[src/rtl/tmc_pkg.sv]
// constants, field layout and enumerations of the timer module
package tmc_pkg;
    // clock rates; the high clock is taken as the system clock
    localparam int SYS_CLOCK_HZ = 20_000_000;
    localparam int SUB_CLOCK_HZ = 32_768;
    localparam int SUB_DIV = SYS_CLOCK_HZ / SUB_CLOCK_HZ;
    localparam logic [9:0] SUB_LAST = 10'(SUB_DIV - 1);
    // register byte offsets
    localparam logic [5:0] OFS_CTRL0 = 6'h00;
    localparam logic [5:0] OFS_CTRL1 = 6'h04;
    localparam logic [5:0] OFS_COUNT_LOW = 6'h08;
    localparam logic [5:0] OFS_COUNT_HIGH = 6'h0c;
    localparam logic [5:0] OFS_CMPA_LOW = 6'h10;
    localparam logic [5:0] OFS_CMPA_HIGH = 6'h14;
    localparam logic [5:0] OFS_CMPP_LOW = 6'h18;
    localparam logic [5:0] OFS_CMPP_HIGH = 6'h1c;
    localparam logic [5:0] OFS_INT_STATUS = 6'h20;
    localparam logic [5:0] OFS_INT_CLEAR = 6'h24;
    localparam logic [5:0] OFS_INT_ENABLE = 6'h28;
    // field positions
    localparam int ON_BIT = 0;
    localparam int PAUSE_BIT = 1;
    localparam int CKSEL_LSB = 2;
    localparam int MODE_LSB = 0;
    localparam int IO_LSB = 2;
    localparam int INIT_BIT = 4;
    localparam int CLRA_BIT = 5;
    localparam int IRQ_A = 0;
    localparam int IRQ_P = 1;
    // implemented bits and reset values
    localparam logic [7:0] CTRL0_MASK = 8'h1f;
    localparam logic [7:0] CTRL1_MASK = 8'h3f;
    localparam logic [7:0] CTRL_RST = 8'h00;
    localparam logic [15:0] CMP_RST = 16'h0000;
    localparam logic [15:0] MASK_16 = 16'hffff;
    localparam logic [15:0] MASK_10 = 16'h03ff;
    typedef enum logic [1:0] {
        KIND_COMPACT = 2'b00,
        KIND_STANDARD = 2'b01,
        KIND_PERIODIC = 2'b10
    } tmc_kind_t;
    typedef enum logic [1:0] {
        MODE_COMPARE = 2'b00,
        MODE_PULSE = 2'b01,
        MODE_PWM = 2'b10,
        MODE_TIMER = 2'b11
    } tmc_mode_t;
    typedef enum logic [1:0] {
        IO_HOLD = 2'b00,
        IO_LOW = 2'b01,
        IO_HIGH = 2'b10,
        IO_TOGGLE = 2'b11
    } tmc_io_t;
    typedef enum logic [2:0] {
        CK_SYS_DIV4 = 3'b000,
        CK_SYS = 3'b001,
        CK_HIGH_DIV16 = 3'b010,
        CK_HIGH_DIV64 = 3'b011,
        CK_SUB_A = 3'b100,
        CK_SUB_B = 3'b101,
        CK_EXT_RISE = 3'b110,
        CK_EXT_FALL = 3'b111
    } tmc_cksel_t;
endpackage : tmc_pkg

[src/rtl/tmc_timer.sv]
// timer module: counter, two comparators, output pair, register slave
`timescale 1ns/100ps
// Overview of operation
// upward counter compared against values A and P
// compare match flags event, clears, drives output
// separate interrupt sources for A and P
// three-bit field selects counter clock source
// external pin counts rising or falling edges
// single pulse triggered by pin, not compact
// second output pin always inverse of first
// compare mode sets, clears or toggles output
// PWM waveform appears on the output pair
// counter 16 bits, periodic kind 10 bits
// high byte direct, low byte via buffer
// low compare write fills only the buffer
// high write stores and copies buffer low
// high read captures matching low byte
// low read returns the buffer contents
// software writes low first, reads high first
// external pin edges synchronised before counting
module tmc_timer #(
    parameter tmc_pkg::tmc_kind_t TM_KIND = tmc_pkg::KIND_STANDARD
) (
    input wire logic clk,
    input wire logic arst_n,
    input wire logic [5:0] avs_address,
    input wire logic avs_read,
    input wire logic avs_write,
    input wire logic [31:0] avs_writedata,
    output logic [31:0] avs_readdata,
    output logic avs_waitrequest,
    input wire logic extClockPin,
    output logic timerOut,
    output logic timerOutInv,
    output logic irq
);
    import tmc_pkg::*;

    logic [7:0] ctrl0, next_ctrl0, ctrl1, next_ctrl1;
    logic [7:0] holdBuf, next_holdBuf;
    logic [15:0] cmpA, next_cmpA, cmpP, next_cmpP;
    logic [1:0] intStatus, next_intStatus;
    logic [1:0] intEnable, next_intEnable;
    logic ack, next_ack;
    logic [31:0] rdData, next_rdData;
    logic [5:0] presc, next_presc;
    logic [9:0] subCnt, next_subCnt;
    logic extSync1, extSync2, extPrev;
    logic [15:0] cnt, next_cnt;
    logic outLvl, next_outLvl, onPrev, pulseBusy, next_pulseBusy;
    logic req, wrTake, rdFirst, tick, running, hitA, hitP;
    logic extRise, extFall, on, paused, initHigh, clrOnA;
    logic [15:0] cntMask;
    tmc_mode_t mode;
    tmc_io_t io;
    tmc_cksel_t cksel;

    // control field views
    assign on = ctrl0[ON_BIT];
    assign paused = ctrl0[PAUSE_BIT];
    assign cksel = tmc_cksel_t'(ctrl0[CKSEL_LSB +: 3]);
    assign mode = tmc_mode_t'(ctrl1[MODE_LSB +: 2]);
    assign io = tmc_io_t'(ctrl1[IO_LSB +: 2]);
    assign initHigh = ctrl1[INIT_BIT];
    assign clrOnA = ctrl1[CLRA_BIT];
    assign cntMask = (TM_KIND == KIND_PERIODIC) ? MASK_10 : MASK_16;

    // bus handshake: one wait cycle, answer on the second edge
    assign req = avs_read | avs_write;
    assign avs_waitrequest = req & ~ack;
    assign wrTake = avs_write & ack;
    assign rdFirst = avs_read & ~ack;
    assign avs_readdata = rdData;
    assign irq = |(intStatus & intEnable);

    // register file next values
    always_comb
    begin
        next_ctrl0 = ctrl0;
        next_ctrl1 = ctrl1;
        next_holdBuf = holdBuf;
        next_cmpA = cmpA;
        next_cmpP = cmpP;
        next_intEnable = intEnable;
        next_intStatus = intStatus;
        next_rdData = rdData;
        next_ack = req & ~ack;
        if (rdFirst)
        begin
            case (avs_address)
                OFS_CTRL0: next_rdData = {24'h0, ctrl0};
                OFS_CTRL1: next_rdData = {24'h0, ctrl1};
                OFS_COUNT_HIGH:
                begin
                    next_rdData = {24'h0, cnt[15:8]};
                    next_holdBuf = cnt[7:0];
                end
                OFS_CMPA_HIGH:
                begin
                    next_rdData = {24'h0, cmpA[15:8]};
                    next_holdBuf = cmpA[7:0];
                end
                OFS_CMPP_HIGH:
                begin
                    next_rdData = {24'h0, cmpP[15:8]};
                    next_holdBuf = cmpP[7:0];
                end
                OFS_COUNT_LOW, OFS_CMPA_LOW, OFS_CMPP_LOW:
                    next_rdData = {24'h0, holdBuf};
                OFS_INT_STATUS: next_rdData = {30'h0, intStatus};
                OFS_INT_ENABLE: next_rdData = {30'h0, intEnable};
                default: next_rdData = 32'h0;
            endcase
        end
        if (wrTake)
        begin
            case (avs_address)
                OFS_CTRL0: next_ctrl0 = avs_writedata[7:0] & CTRL0_MASK;
                OFS_CTRL1: next_ctrl1 = avs_writedata[7:0] & CTRL1_MASK;
                OFS_CMPA_LOW, OFS_CMPP_LOW:
                    next_holdBuf = avs_writedata[7:0];
                OFS_CMPA_HIGH:
                    next_cmpA = {avs_writedata[7:0], holdBuf}
                        & cntMask;
                OFS_CMPP_HIGH:
                    next_cmpP = {avs_writedata[7:0], holdBuf}
                        & cntMask;
                OFS_INT_CLEAR:
                    next_intStatus = intStatus & ~avs_writedata[1:0];
                OFS_INT_ENABLE: next_intEnable = avs_writedata[1:0];
                default: next_intEnable = intEnable;
            endcase
        end
        // a match in the clearing cycle still sets its bit
        if (hitA)
            next_intStatus[IRQ_A] = 1'b1;
        if (hitP)
            next_intStatus[IRQ_P] = 1'b1;
    end

    // register file storage
    always_ff @(posedge clk or negedge arst_n)
    begin
        if (!arst_n)
        begin
            ctrl0 <= CTRL_RST;
            ctrl1 <= CTRL_RST;
            holdBuf <= 8'h00;
            cmpA <= CMP_RST;
            cmpP <= CMP_RST;
            intStatus <= 2'b00;
            intEnable <= 2'b00;
            rdData <= 32'h0;
            ack <= 1'b0;
        end
        else
        begin
            ctrl0 <= next_ctrl0;
            ctrl1 <= next_ctrl1;
            holdBuf <= next_holdBuf;
            cmpA <= next_cmpA;
            cmpP <= next_cmpP;
            intStatus <= next_intStatus;
            intEnable <= next_intEnable;
            rdData <= next_rdData;
            ack <= next_ack;
        end
    end

    // prescaler for divided system/high clock and sub clock
    always_comb
    begin
        next_presc = presc + 6'h01;
        next_subCnt = (subCnt == SUB_LAST) ? 10'h000 : subCnt + 10'h001;
    end

    always_ff @(posedge clk or negedge arst_n)
    begin
        if (!arst_n)
        begin
            presc <= 6'h00;
            subCnt <= 10'h000;
        end
        else
        begin
            presc <= next_presc;
            subCnt <= next_subCnt;
        end
    end

    // pin synchroniser; only the second stage feeds edge logic
    always_ff @(posedge clk or negedge arst_n)
    begin
        if (!arst_n)
        begin
            extSync1 <= 1'b0;
            extSync2 <= 1'b0;
            extPrev <= 1'b0;
        end
        else
        begin
            extSync1 <= extClockPin;
            extSync2 <= extSync1;
            extPrev <= extSync2;
        end
    end

    assign extRise = extSync2 & ~extPrev;
    assign extFall = ~extSync2 & extPrev;

    // count clock enable chosen by the select field
    always_comb
    begin
        unique case (cksel)
            CK_SYS_DIV4: tick = (presc[1:0] == 2'b11);
            CK_SYS: tick = 1'b1;
            CK_HIGH_DIV16: tick = (presc[3:0] == 4'hf);
            CK_HIGH_DIV64: tick = (presc == 6'h3f);
            CK_SUB_A, CK_SUB_B: tick = (subCnt == SUB_LAST);
            CK_EXT_RISE: tick = extRise;
            CK_EXT_FALL: tick = extFall;
        endcase
    end

    // comparators watch the counter on every count step
    assign running = on & ~paused & ((mode != MODE_PULSE) | pulseBusy);
    assign hitA = running & tick & (cnt == cmpA);
    assign hitP = running & tick & (cnt == cmpP);

    // counter, output level and single pulse state
    always_comb
    begin
        next_cnt = cnt;
        next_outLvl = outLvl;
        next_pulseBusy = pulseBusy;
        if (on && !onPrev)
        begin
            next_cnt = 16'h0000;
            next_outLvl = initHigh;
            next_pulseBusy = 1'b0;
        end
        else if (mode == MODE_PULSE && TM_KIND != KIND_COMPACT
                 && on && extRise && !pulseBusy)
        begin
            next_pulseBusy = 1'b1;
            next_cnt = 16'h0000;
            next_outLvl = initHigh;
        end
        else if (running && tick)
        begin
            next_cnt = (cnt + 16'h0001) & cntMask;
            if (clrOnA ? hitA : hitP)
                next_cnt = 16'h0000;
            if (mode == MODE_PWM && io == IO_HIGH && hitP)
                next_outLvl = initHigh;
            if (hitA)
            begin
                case (mode)
                    MODE_COMPARE:
                    begin
                        if (io == IO_LOW)
                            next_outLvl = 1'b0;
                        else if (io == IO_HIGH)
                            next_outLvl = 1'b1;
                        else if (io == IO_TOGGLE)
                            next_outLvl = ~outLvl;
                    end
                    MODE_PWM:
                        if (io == IO_HIGH)
                            next_outLvl = ~initHigh;
                    MODE_PULSE:
                    begin
                        next_outLvl = ~initHigh;
                        next_pulseBusy = 1'b0;
                        next_cnt = 16'h0000;
                    end
                    default: next_outLvl = outLvl;
                endcase
            end
        end
        // static PWM levels: forced inactive or active
        if (mode == MODE_PWM && io == IO_HOLD)
            next_outLvl = ~initHigh;
        if (mode == MODE_PWM && io == IO_LOW)
            next_outLvl = initHigh;
        if (TM_KIND == KIND_COMPACT)
            next_pulseBusy = 1'b0;
    end

    always_ff @(posedge clk or negedge arst_n)
    begin
        if (!arst_n)
        begin
            cnt <= 16'h0000;
            outLvl <= 1'b0;
            onPrev <= 1'b0;
            pulseBusy <= 1'b0;
        end
        else
        begin
            cnt <= next_cnt;
            outLvl <= next_outLvl;
            onPrev <= on;
            pulseBusy <= next_pulseBusy;
        end
    end

    // complementary output pair
    assign timerOut = outLvl;
    assign timerOutInv = ~outLvl;
endmodule : tmc_timer

[config.mk]
export PLATFORM = sky130hd
export DESIGN_NAME = tmc_timer
export DESIGN_NICKNAME = d
export VERILOG_FILES = /design/src/rtl/tmc_pkg.sv /design/src/rtl/tmc_timer.sv
export SDC_FILE = /design/constraint.sdc
export NUM_CORES = 1
export LEC_CHECK = 0
export BUFFER_PORTS_ARGS = -buffer_cell sky130_fd_sc_hd__buf_2
export CORE_UTILIZATION = 60
export DETAILED_ROUTE_END_ITERATION = 12
export PLACE_DENSITY = 0.83
export SLEW_MARGIN = 10
export SYNTH_ARGS = -nofsm -noshare
export SYNTH_HDL_FRONTEND = slang
export SYNTH_SLANG_ARGS = --single-unit
[constraint.sdc]
create_clock -name clk -period 5.3 [get_ports clk]
set_input_delay 1.06 -clock clk [delete_from_list [all_inputs] [get_ports clk]]
set_output_delay 1.06 -clock clk [all_outputs]
set_load 0.02 [all_outputs]
==> results of run 1 <==
==> per-layer routing <==
layer / vias to the layer above / wire length (um) / GRT usage (%)
li1: 1891 / - / -
met1: 2050 / 5530 / 37.1
met2: 179 / 6360 / 47.0
met3: 24 / 781 / 5.34
met4: 0 / 251 / 8.71
met5: - / 0 / 0
==> Yosys cell counts, types with 3 or more instances <==
| library cell | instances | area share [%] |
|---|---|---|
| sky130_fd_sc_hd__a21o_1 | 3 | 0.39 |
| sky130_fd_sc_hd__a21oi_1 | 11 | 0.96 |
| sky130_fd_sc_hd__a221oi_1 | 3 | 0.46 |
| sky130_fd_sc_hd__a222oi_1 | 4 | 0.70 |
| sky130_fd_sc_hd__a22o_1 | 9 | 1.4 |
| sky130_fd_sc_hd__a31oi_1 | 3 | 0.33 |
| sky130_fd_sc_hd__and3_1 | 4 | 0.44 |
| sky130_fd_sc_hd__buf_1 | 3 | 0.20 |
| sky130_fd_sc_hd__buf_2 | 4 | 0.35 |
| sky130_fd_sc_hd__buf_4 | 24 | 3.2 |
| sky130_fd_sc_hd__buf_6 | 3 | 0.59 |
| sky130_fd_sc_hd__clkbuf_1 | 19 | 1.3 |
| sky130_fd_sc_hd__dfrtp_1 | 102 | 45 |
| sky130_fd_sc_hd__ha_1 | 7 | 1.5 |
| sky130_fd_sc_hd__inv_1 | 11 | 0.72 |
| sky130_fd_sc_hd__mux2_2 | 51 | 10 |
| sky130_fd_sc_hd__mux2i_1 | 10 | 1.8 |
| sky130_fd_sc_hd__nand2_1 | 44 | 2.9 |
| sky130_fd_sc_hd__nand2b_1 | 4 | 0.44 |
| sky130_fd_sc_hd__nand3_1 | 18 | 1.6 |
| sky130_fd_sc_hd__nand4_1 | 13 | 1.4 |
| sky130_fd_sc_hd__nor2_1 | 31 | 2.0 |
| sky130_fd_sc_hd__nor2b_1 | 3 | 0.33 |
| sky130_fd_sc_hd__nor3_1 | 6 | 0.53 |
| sky130_fd_sc_hd__nor3_2 | 7 | 1.2 |
| sky130_fd_sc_hd__nor3b_1 | 9 | 1.2 |
| sky130_fd_sc_hd__nor4_1 | 6 | 0.66 |
| sky130_fd_sc_hd__o21ai_0 | 25 | 2.2 |
| sky130_fd_sc_hd__o21ai_1 | 3 | 0.26 |
| sky130_fd_sc_hd__o22ai_1 | 4 | 0.44 |
| sky130_fd_sc_hd__xnor2_1 | 53 | 8.1 |
| sky130_fd_sc_hd__xor2_1 | 6 | 0.92 |
==> worst register-to-register path, cell delays in order (launching register included) <==
cell	delay (ps)
sky130_fd_sc_hd__dfrtp_1	630
sky130_fd_sc_hd__xnor2_1	170
sky130_fd_sc_hd__nand4_1	120
sky130_fd_sc_hd__nor4_1	760
sky130_fd_sc_hd__nand2_1	220
sky130_fd_sc_hd__o211ai_2	620
sky130_fd_sc_hd__o21ai_0	210
==> logic make-up after synthesis <==
| kind of cell | count (synthesis) |
|---|---|
| compound gates | 81 |
| xor+xnor | 59 |
| fa+ha+maj | 7 |
| buf+inv | 64 |
| flops | 102 |
| mux | 61 |
| other cells | 1 |
| simple gates | 165 |
==> flip-flops by register name (all words and copies together), names as in the netlist, 2 cells and up <==
| signal | count |
|---|---|
| ctrl0 | 5 |
| presc | 6 |
| intStatus | 2 |
| intEnable | 2 |
| cnt | 16 |
| cmpP | 16 |
| avs_readdata | 8 |
| holdBuf | 8 |
| cmpA | 16 |
| ctrl1 | 6 |
| subCnt | 10 |
==> per-stage QoR <==
stage / hold slack [ps] / total power [W] / instance area, sq um
6_report: 356 / 0.00171 / 6040
5_1_grt: 365 / 0.00177 / 6040
4_1_cts: 360 / 0.00170 / 6040
3_5_place_dp: 336 / 0.00114 / 5810
2_1_floorplan: 331 / 0.00107 / 5790
3_3_place_gp: 334 / 0.00113 / 5810
==> where the power goes <==
group          leakage, nW  switching (W)  total (W)  internal (W)
clock                0.118       0.000285   0.000569      0.000283
sequential            1.35      0.0000587   0.000881      0.000822
combinational         1.17       0.000159   0.000255     0.0000969
total                 2.64       0.000502    0.00171       0.00120
==> final cells by class <==
| type | count | area, sq um | area share [%] |
|---|---|---|---|
| Multi-Input combinational cell | 397 | 2890 | 47.9 |
| Sequential cell | 102 | 2550 | 42.2 |
| Timing Repair Buffer | 32 | 168 | 2.77 |
| Tap cell | 129 | 161 | 2.67 |
| Clock buffer | 10 | 138 | 2.28 |
| Clock inverter | 6 | 91.3 | 1.51 |
| Inverter | 11 | 41.3 | 0.683 |
==> how the worst min path moves through the flow <==
stage | endpoint | depth (start not counted) | slack [ps] | from
after CTS | extSync2 | 0 | 360 | extSync1
after global placement | extSync2 | 0 | 330 | extSync1
after floorplan | extSync2 | 0 | 330 | extSync1
after detailed placement | extSync2 | 0 | 340 | extSync1
final | extSync2 | 0 | 360 | extSync1
after global routing | extSync2 | 0 | 360 | extSync1
==> cells in the final DEF, fill, tap and decap left out, types with 3 or more instances in the layout <==
master / netlist / routed
sky130_fd_sc_hd__dfrtp_1: 102 / 102
sky130_fd_sc_hd__xnor2_1: 53 / 53
sky130_fd_sc_hd__mux2_2: 51 / 51
sky130_fd_sc_hd__nand2_1: 44 / 44
sky130_fd_sc_hd__nor2_1: 31 / 31
sky130_fd_sc_hd__buf_2: 4 / 29
sky130_fd_sc_hd__o21ai_0: 25 / 25
sky130_fd_sc_hd__conb_1: 1 / 24
sky130_fd_sc_hd__nand3_1: 18 / 18
sky130_fd_sc_hd__nand4_1: 13 / 13
sky130_fd_sc_hd__a21oi_1: 11 / 11
sky130_fd_sc_hd__inv_1: 11 / 11
sky130_fd_sc_hd__mux2i_1: 10 / 10
sky130_fd_sc_hd__clkbuf_8: 0 / 10
sky130_fd_sc_hd__a22o_1: 9 / 9
sky130_fd_sc_hd__nor3b_1: 9 / 8
sky130_fd_sc_hd__nor3_2: 7 / 7
sky130_fd_sc_hd__ha_1: 7 / 7
sky130_fd_sc_hd__xor2_1: 6 / 6
sky130_fd_sc_hd__nor3_1: 6 / 6
sky130_fd_sc_hd__nor4_1: 6 / 6
sky130_fd_sc_hd__and3_1: 4 / 4
sky130_fd_sc_hd__nand2b_1: 4 / 4
sky130_fd_sc_hd__o22ai_1: 4 / 4
sky130_fd_sc_hd__a222oi_1: 4 / 4
sky130_fd_sc_hd__nor2b_1: 3 / 3
sky130_fd_sc_hd__o21ai_1: 3 / 3
sky130_fd_sc_hd__a21o_1: 3 / 3
sky130_fd_sc_hd__a31oi_1: 3 / 3
sky130_fd_sc_hd__a221oi_1: 3 / 3
sky130_fd_sc_hd__inv_6: 0 / 3
sky130_fd_sc_hd__buf_4: 24 / 3
==> results.txt, run 1 <==
The flow ran to the end, and the final reports show no timing, DRC or antenna violations. The initial antenna violation count came to 0. The transition time at the pin with the least slew margin is 1100 ps. The number of nets in the final layout came out at 603. The post-detailed-route count of antenna-violating nets is 0.

The post-synthesis cell count is 540. The die is 99.5 um tall. The setup-violating endpoint count in the final report is 0. The worst setup path is launched from an input port. The final critical path time including I/O delays and setup is 3000 ps. The count of unresolved DRC violations after routing came out at 0. The wire length of the first global-routing pass came out at 21.1 mm. The number of fill cells came out at 711.

The number of cells on the worst reg-to-reg path is 6. The clock net in this run drives a total of 102 sinks. The dominant register cell in the synthesized netlist is sky130_fd_sc_hd__dfrtp_1. The tree is rooted in a sky130_fd_sc_hd__clkbuf_8. The delay of the slowest critical-path stage is 630 ps. Counting distinct cell types in the post-synthesis netlist gives 62.

The total global routing overflow is 0. The max-capacitance violation count came out at 0. The TritonCTS clock tree is done. The launching instance or port of the critical path is avs_address[1]. The proportion of synthesized chip area in sequential cells came out at 44.7%. The overall global routing resource usage came out at 28.0%. The capture point of the worst reg-to-reg path is cnt[0]. In this run the standard cell core region covers 0.00924 sq mm.

The arithmetic-cell share of the synthesized area counting full adders, half adders and majority gates came out at 1.54%. After synthesis, the share of cell area in mux cells is 11.8%. In this run, synthesis inferred 0 flip-flops with an integrated enable. The layout cell share with drive strength beyond 1 came out at 21.9%. The final RePlAce weighted congestion came out at 0.862. The signed area change from the synthesized netlist to the final layout came out at 5.94%. During placement, the flow inserted port buffers numbering 30. The via total after detailed routing came out at 4,144. The maximum clock frequency came out at 333 MHz.

The startpoint identified for the worst register-to-register timing path is cnt[2]. The count of cells in the finished layout, fillers not included, comes to 687. The standby leakage power came out at 2.64 nW.

The initial core utilization came out at 61.7%. Gates resized during post-CTS repair numbered 0. The critical path ends at cmpP[13]. The detailed placer's ending HPWL came out at 9.07 mm.

Setup repair after global routing left no endpoint under its margin. OpenSTA, run right after detailed placement, puts the worst setup slack at 1990 ps. The floorplan die width came out at 99.5 um.

The clock transition time at the flip-flop clock pins of the worst setup and hold paths came out at 100 ps. The fraction of the mapped netlist area in compound gates came out at 10.4%. The clock latency reported for the late side of the worst-skew pair is 370 ps. The count of endpoints failing hold in the final timing report came to 0. The number of levels the H-tree was split into is 3.

The fraction of the cycle the final worst path needs is 56.6%. The post-synthesis area per instance is 10.6 sq um. The min-delay analysis places its worst path in the category reg -> reg. Counting both buffers and inverters, the worst setup path holds a total of 1. The mapped cell area came out at 0.00571 sq mm. Row generation in the floorplan step produced 35 rows. The critical path crosses 5 cells after its start point. The data arrival at the endpoint of the critical path is 3260 ps.

The highest ir drop seen on vdd came out at 0.143 mV. STA classifies the critical path endpoint as a flip-flop. The register bit count reported by yosys came out at 102. The hold buffer count at cts is 0. The post-layout utilization of the core is 65.4%. The max-slew violation count came to 0. The setup skew after layout is 7.67 ps. By area, the combinational part of the netlist is dominated by simple AND/OR/NAND/NOR gates.

The length of the first detailed-routing pass in iterations came out at 6. In this run, the number of DRC markers left after iteration 0 of detailed routing was 278. The total power density per cell area is 282 mW/mm^2.

The critical path is of the in -> reg type. Yosys printed 0 warnings. The number of setup buffers added after CTS is 0.

Including well taps, the total number of placed cells is 671. After detailed routing, the total wire length is 12.9 mm. The required time at the endpoint of the critical path is 5560 ps. The die area is 0.00990 sq mm.

The accumulated negative setup slack came out at 0 ps. The antenna cell count came out at 0. The pin count of the biggest net entering global routing came out at 59. The maximum number of buffers from clock root to sink came out at 2. The peak fanout along the critical path came out at 16.

The ratio of routed vias to standard cells came out at 6.03. During I/O placement, the number of pins put on the boundary was 79. The share of the synthesized netlist area taken by xor and xnor gates is 9.06%. The post-synthesis share of cell area spent on and, or, nand and nor gates came out at 16.2%. Counting flops with an async set or reset pin after synthesis yields a share of 100%. In this run the register-to-register setup slack is 2420 ps. The routed wirelength normalized by instance count came out at 18.8 um. The kind of cell with the highest combined delay along the critical path is simple AND/OR/NAND/NOR gates.

The cell at the slowest stage of the critical path is sky130_fd_sc_hd__nand2b_1. The number of buffers added by the clock tree synthesis step came out at 9. The final worst-path setup slack came out at 2300 ps. The relative slew slack came out at 26.3%. The via count of the first global-routing pass is 4,153. The critical path goes through buf_2 > nor3_1 > and3_1 > nand2b_1 > mux2_2.
(Power assumes the default switching activity.)
==> run 2, diff against run 1 <==
--- a/config.mk
+++ b/config.mk
@@ -6,9 +6,9 @@
 export NUM_CORES = 1
 export LEC_CHECK = 0
 export BUFFER_PORTS_ARGS = -buffer_cell sky130_fd_sc_hd__buf_2
-export CORE_UTILIZATION = 60
+export CORE_UTILIZATION = 52
 export DETAILED_ROUTE_END_ITERATION = 12
-export PLACE_DENSITY = 0.83
+export PLACE_DENSITY = 0.76
 export SLEW_MARGIN = 10
 export SYNTH_ARGS = -nofsm -noshare
 export SYNTH_HDL_FRONTEND = slang
==> constraint.sdc (replaced) <==
create_clock -name clk -period 2.45 [get_ports clk]
set_input_delay 0.49 -clock clk [delete_from_list [all_inputs] [get_ports clk]]
set_output_delay 0.49 -clock clk [all_outputs]
set_load 0.02 [all_outputs]
==> run 2 against run 1 <==
  * Via count rose by 1.4%
  * Core utilization down 6.1 points
  * Combinational power is 140% higher
  * Highest routed layer unchanged
  * Largest cell class unchanged
  * Power is 110% higher
  * Critical endpoint is now cnt[1]
==> results.txt, run 2 (synthesized netlist as in run 1, its figures left out) <==
The run finished with clean final reports. The accumulated negative setup slack is 0 ps (unchanged). The setup-violating endpoint count in the final report was 0 (unchanged). Leaving out fill and tap cells, the most frequent cell in the layout is sky130_fd_sc_hd__dfrtp_1. The via total after detailed routing is 4,202 (+1.4%).

The length of the first detailed-routing pass in iterations is 6 (unchanged). The routed wirelength normalized by instance count is 18.2 um (-3.1%). The standby leakage power came to 2.74 nW (+3.9%). Based on the critical path, the design can be clocked at up to 440 MHz.

The final critical path time including I/O delays and setup came out at 2270 ps. TritonCTS built the clock tree. The total of buffers placed on input and output ports is 30 (unchanged). The met1 wire length came out at 5.93 mm (+7.2%). The overall global routing resource usage is 24.8% (-3.3 points). The met2 wire length is 6.20 mm (-2.5%). The number of top-level pins is 79 (unchanged). The worst setup path is launched from a flip-flop. The max-slew violation count came out at 0 (unchanged). The worst setup path is captured at a flip-flop. The worst setup slack for register-to-register paths is 180 ps (-2240 ps).

The net switching fraction of the power came out at 28.7% (-0.77 points). The signed area change from the synthesized netlist to the final layout came out at 8.68%. The largest registers in the layout are cmpA: 16 flops, cmpP: 16 flops, cnt: 16 flops. The final RePlAce weighted congestion is 0.893 (+3.6%).

The tree is rooted in a sky130_fd_sc_hd__clkbuf_8. The highest metal layer carrying signal wires in the routed design is met4. The total global routing overflow is 0 (unchanged). The wire length of the first global-routing pass is 21.6 mm (+2.3%). The CTS sink count is 102 (unchanged). The ratio of routed vias to standard cells came out at 5.89 (-2.4%).

The sequential cell area came out at 0.00255 sq mm (unchanged). The highest ir drop seen on vdd is 0.255 mV (+79%). The count of unresolved DRC violations after routing came out at 0 (unchanged). The post-detailed-route count of antenna-violating nets is 0 (unchanged). The transition time at the pin with the least slew margin was 685 ps (-412 ps). The DRC violation total after the first TritonRoute iteration came out at 215 (-23%). The number of fill cells came out at 886 (+25%). The via count of the first global-routing pass is 4,152 (-0.024%). The required time at the endpoint of the critical path is 2710 ps (-2850 ps). The number of cells on the worst reg-to-reg path was 8 (+2).

The clock network power share was 30.4% (-3.0 points). The total met3 wirelength after detailed routing came out at 634 um (-19%). The floorplan die width came to 107 um (+7.3%). The setup skew after layout came to 8.53 ps (+0.854 ps). The number of placement rows came out at 37 (+5.7%). The area taken by multi-input logic gates is 0.00288 sq mm (-0.39%). The antenna cell count is 0 (unchanged). The max-capacitance violation count came out at 0 (unchanged). The detailed placer's ending HPWL is 9.25 mm (+2.0%). The initial antenna violation count came out at 0 (unchanged). The peak fanout along the critical path came to 16 (unchanged). The number of buffers added by the clock tree synthesis step came out at 9 (unchanged). The aggregate routed wire length was 13.0 mm (+0.74%). The fraction of the cycle the final worst path needs is 92.8%. The layout cell share with drive strength beyond 1 was 24.0% (+2.2 points). In this run the critical register-to-register path is launched from presc[0]. The clock latency reported for the late side of the worst-skew pair is 380 ps (about the same).

The internal power summed over all cells was 0.00256 W (+110%). The hold buffer count at cts came out at 0 (unchanged). Setup repair after global routing left no endpoint under its margin. The clock transition time at the flip-flop clock pins of the worst setup and hold paths came to 90 ps (about the same). The die area came out at 0.0114 sq mm (+15%). In the layout the commonest cells are sky130_fd_sc_hd__dfrtp_1 (102), sky130_fd_sc_hd__xnor2_1 (53), sky130_fd_sc_hd__mux2_2 (51), sky130_fd_sc_hd__nand2_1 (44), sky130_fd_sc_hd__nor2_1 (31). The number of levels the H-tree was split into came out at 3 (unchanged).

The net switching power of the design is 0.00103 W (+110%). The relative slew slack came out at 54.0% (+28 points). The count of endpoints failing hold in the final timing report came to 0 (unchanged).

The combinational group share of total power was 16.7% (+1.7 points). The total power density per cell area is 580 mW/mm^2 (+110%). The proportion of power drawn by flip-flops and latches came out at 52.9% (+1.2 points). The post-layout total power is 0.00359 W (+110%). The number of nets in the final layout came out at 623 (+3.3%). The maximum number of buffers from clock root to sink is 2 (unchanged). The die extent in y came out at 107 um (+7.3%).

The area of the core region was 0.0105 sq mm (+13%). The tightest min-delay check is of the in -> async type. The critical path is of the reg -> reg type.

The initial core utilization came out at 54.5% (-7.2 points). The pin count of the biggest net entering global routing is 49 (-17%). The worst register-to-register path ends at cnt[1].

The number of gates resized after cts is 0 (unchanged). The data arrival at the endpoint of the critical path is 2530 ps (-730 ps).
[run 2: metrics by stage]
step                worst slack, ps  cells  hold WS, ps  utilization (%)  cell area, sq um
floorplan                       330    563          194                -              5790
global placement                162    696          334             57.1              5970
detailed placement              138    696          347             57.1              5970
CTS                             114    712         79.7             59.0              6170
global route                   34.0    714         95.8             59.3              6200
finish                          177    714         76.8             59.3              6200
[run 2: layer usage]
layer  vias to the layer above  track usage, %
met1                      2118            34.8
li1                       1927               -
met5                         -               0
met2                       133            39.2
met3                        24            2.80
met4                         0            10.2
[run 2: power groups by stage]
stage	sequential (W)	clock [W]	combinational [W]
2_1_floorplan	0.00190	0	0.000404
3_3_place_gp	0.00193	0	0.000572
3_5_place_dp	0.00193	0	0.000588
4_1_cts	0.00190	0.00112	0.000590
5_1_grt	0.00192	0.00118	0.000658
6_report	0.00190	0.00109	0.000601
[run 2: critical path, stage by stage, from the launching register on]
cell and delay, ps:
sky130_fd_sc_hd__dfrtp_1 380, sky130_fd_sc_hd__ha_1 220, sky130_fd_sc_hd__nand3_1 140, sky130_fd_sc_hd__o221ai_1 440, sky130_fd_sc_hd__and4_4 380, sky130_fd_sc_hd__nand2_1 120
sky130_fd_sc_hd__o211ai_2 220, sky130_fd_sc_hd__buf_12 170, sky130_fd_sc_hd__o21ai_0 90
[run 2: worst max path at each step]
stage / to / slack [ps] / from
3_3_place_gp: cnt[15] / 160 / ctrl1[1]
3_5_place_dp: cnt[15] / 140 / ctrl1[1]
2_1_floorplan: cmpA[10] / 330 / avs_address[1]
6_report: cnt[1] / 180 / presc[0]
5_1_grt: cnt[1] / 30 / subCnt[1]
4_1_cts: cnt[6] / 110 / ctrl1[1]
[run 2: repair_timing]
item                       4_1_cts  5_1_grt
hold endpoints to repair         0        0
setup buffers                    0        2
setup endpoints to repair        0        3
[run 2: cell type report]
class / count / area share, %
clock inverter: 4 / 0.726
multi-input combinational: 397 / 46.5
tap: 136 / 2.74
sequential: 102 / 41.2
inverter: 11 / 0.666
timing repair buffer: 52 / 5.73
clock buffer: 12 / 2.50
==> run 3, diff against run 2 <==
--- a/config.mk
+++ b/config.mk
@@ -6,9 +6,10 @@
 export NUM_CORES = 1
 export LEC_CHECK = 0
 export BUFFER_PORTS_ARGS = -buffer_cell sky130_fd_sc_hd__buf_2
-export CORE_UTILIZATION = 52
+export CORE_UTILIZATION = 54
+export CTS_BUF_LIST = sky130_fd_sc_hd__clkbuf_4 sky130_fd_sc_hd__clkbuf_8
 export DETAILED_ROUTE_END_ITERATION = 12
-export PLACE_DENSITY = 0.76
+export PLACE_DENSITY = 0.79
 export SLEW_MARGIN = 10
 export SYNTH_ARGS = -nofsm -noshare
 export SYNTH_HDL_FRONTEND = slang
==> run 3 against run 2 <==
  * First-iteration DRC count grew 34%
  * Final area about the same
  * Clock skew increased by 2.2 ps
  * Critical path depth did not move
  * Power up 2.8%
  * Die area shrank 3.6%
  * Maximum frequency shrank 3.8%
==> results.txt, run 3 (synthesized netlist as in run 1, its figures left out) <==
The standby leakage power came out at 2.76 nW (+0.57%). The post-detailed-route count of antenna-violating nets was 0 (unchanged). The total global routing overflow came out at 0 (unchanged). The combinational group share of total power is 16.1% (-0.6 points).

The worst setup slack for register-to-register paths is 90 ps (-90 ps). The count of endpoints failing hold in the final timing report came out at 0 (unchanged). The relative slew slack came to 54.8% (+0.79 points). The net switching fraction of the power came out at 28.3% (-0.42 points). The count of unresolved DRC violations after routing came out at 0 (unchanged). The number of fill cells was 821 (-7.3%). The library cell used most frequently in the layout, excluding fill and tap cells, is sky130_fd_sc_hd__dfrtp_1. The total of buffers placed on input and output ports came out at 30 (unchanged). The hold slack came out at 77.8 ps (+1.03 ps). The data arrival at the endpoint of the critical path came out at 2630 ps (+100 ps). The routed wirelength normalized by instance count came out at 18.6 um (+1.9%). The number of cells on the worst reg-to-reg path came to 8 (unchanged). The final critical path time including I/O delays and setup came out at 2360 ps (+89.5 ps).

The worst setup path is captured at a flip-flop. The via count of the first global-routing pass is 4,269 (+2.8%). The detailed placer's ending HPWL is 9.43 mm (+1.9%).

The final RePlAce weighted congestion is 0.873 (-2.2%). The post-layout total power came out at 0.00369 W (+2.8%). The cell sitting at the root of the clock tree is a sky130_fd_sc_hd__clkbuf_8. The number of top-level pins is 79 (unchanged). The clock transition time at the flip-flop clock pins of the worst setup and hold paths is 90 ps (about the same).

The worst setup path is launched from a flip-flop. The die area is 0.0110 sq mm (-3.6%). The CTS sink count was 102 (unchanged). The DRC violation total after the first TritonRoute iteration came out at 289 (+34%). The accumulated negative setup slack is 0 ps (unchanged). The highest ir drop seen on vdd is 0.291 mV (+14%). The critical path is of the reg -> reg type. The number of nets in the final layout came out at 622 (-0.16%). The ratio of routed vias to standard cells came out at 5.93 (+0.81%). The TritonCTS clock tree is done. The number of buffers added by the clock tree synthesis step came out at 9 (unchanged). The floorplan die width came to 105 um (-1.8%). The area of the core region is 0.0103 sq mm (-1.8%).

The pin count of the biggest net entering global routing was 47 (-4.1%). The setup skew after layout is 10.7 ps (+2.19 ps). The net switching power of the design came to 0.00104 W (+1.3%). The capture point of the worst reg-to-reg path is cnt[6]. The length of the first detailed-routing pass in iterations is 4 (-2). The clock latency reported for the late side of the worst-skew pair came out at 380 ps (about the same). The run finished with clean final reports. The path class of the tightest hold or removal check is in -> async.

The overall global routing resource usage is 25.9% (+1.1 points). The internal power summed over all cells is 0.00265 W (+3.4%). The largest registers in the layout are cmpA: 16 flops, cmpP: 16 flops, cnt: 16 flops. The transition time at the pin with the least slew margin is 673 ps (-11.7 ps). The total power density per cell area came out at 595 mW/mm^2 (+2.7%). The startpoint identified for the worst register-to-register timing path is ctrl1[1]. The number of placement rows came to 37 (unchanged).

Setup repair after global routing could not meet its margin everywhere. The proportion of power drawn by flip-flops and latches is 51.7% (-1.2 points). The aggregate routed wire length came out at 13.3 mm (+1.8%). The layout cell share with drive strength beyond 1 is 24.3% (+0.21 points).

The signed area change from the synthesized netlist to the final layout was 8.75% (about the same). The setup-violating endpoint count in the final report is 0 (unchanged). The fraction of the cycle the final worst path needs is 96.4% (+3.7 points). The die extent in y is 105 um (-1.8%). The clock network power share came out at 32.2% (+1.8 points). In the layout the commonest cells are sky130_fd_sc_hd__dfrtp_1 (102), sky130_fd_sc_hd__xnor2_1 (53), sky130_fd_sc_hd__mux2_2 (51), sky130_fd_sc_hd__nand2_1 (44), sky130_fd_sc_hd__nor2_1 (31). The max-capacitance violation count is 0 (unchanged). The maximum number of buffers from clock root to sink is 2 (unchanged).

The via total after detailed routing came out at 4,230 (+0.67%). The max-slew violation count is 0 (unchanged). The initial core utilization is 55.5% (+0.98 points). The wire length of the first global-routing pass is 21.9 mm (+1.5%). The initial antenna violation count is 0 (unchanged). The peak fanout along the critical path is 15 (-1). The required time at the endpoint of the critical path came to 2710 ps (about the same). The number of levels the H-tree was split into is 3 (unchanged). The maximum clock frequency is 423 MHz (-3.8%). The antenna cell count is 0 (unchanged).
run 3: critical path, cell delays in order (launching register included):
cell	delay, ps
sky130_fd_sc_hd__dfrtp_1	390
sky130_fd_sc_hd__inv_1	120
sky130_fd_sc_hd__ha_1	220
sky130_fd_sc_hd__or4bb_1	500
sky130_fd_sc_hd__a21boi_4	260
sky130_fd_sc_hd__a41oi_4	140
sky130_fd_sc_hd__nor4b_2	400
sky130_fd_sc_hd__xnor2_1	150
sky130_fd_sc_hd__nor2_1	60
run 3: layout make-up:
cell class / instances / area (sq um) / area share [%]
Sequential cell: 102 / 2550 / 41.1
Timing Repair Buffer: 51 / 323 / 5.20
Clock buffer: 12 / 153 / 2.46
Clock inverter: 4 / 70.1 / 1.13
Multi-Input combinational cell: 397 / 2900 / 46.7
Inverter: 11 / 41.3 / 0.665
Tap cell: 136 / 170 / 2.74
run 3: what timing repair did:
item,CTS,global route
setup buffers,0,2
setup endpoints to repair,0,13
resized for setup,0,2
hold buffers,0,0
run 3: metal layers:
metal  global-route usage, %  wire length (um)
met1                    35.2              5850
met2                    40.9              6350
met4                    11.7               321
met3                    4.05               731
met5                       0                 0
run 3: worst max path at each step:
stage / start / end / slack [ps] / depth (start not counted)
detailed placement: ctrl1[1] / cnt[12] / 40 / 9
global placement: ctrl1[1] / cnt[7] / 170 / 9
finish: ctrl1[1] / cnt[6] / 90 / 8
global route: presc[0] / cnt[14] / -20 / 7
CTS: ctrl1[1] / cnt[14] / 20 / 9
floorplan: avs_address[1] / cmpA[10] / 330 / 5
run 3: metrics by stage:
stage	worst slack, ps	util (%)	instances	instance area [sq um]
6_report	88.0	60.4	713	6200
5_1_grt	-17.4	60.4	713	6200
4_1_cts	16.6	60.1	711	6180
3_5_place_dp	41.6	57.9	695	5950
3_3_place_gp	173	57.9	695	5950
2_1_floorplan	330	-	563	5790
run 3: power groups by stage:
stage               Clock, W  Combinational [W]  Sequential, W
floorplan                  0           0.000404        0.00190
global placement           0           0.000564        0.00193
detailed placement         0           0.000581        0.00194
CTS                  0.00121           0.000588        0.00190
global route         0.00127           0.000646        0.00192
finish               0.00119           0.000596        0.00191
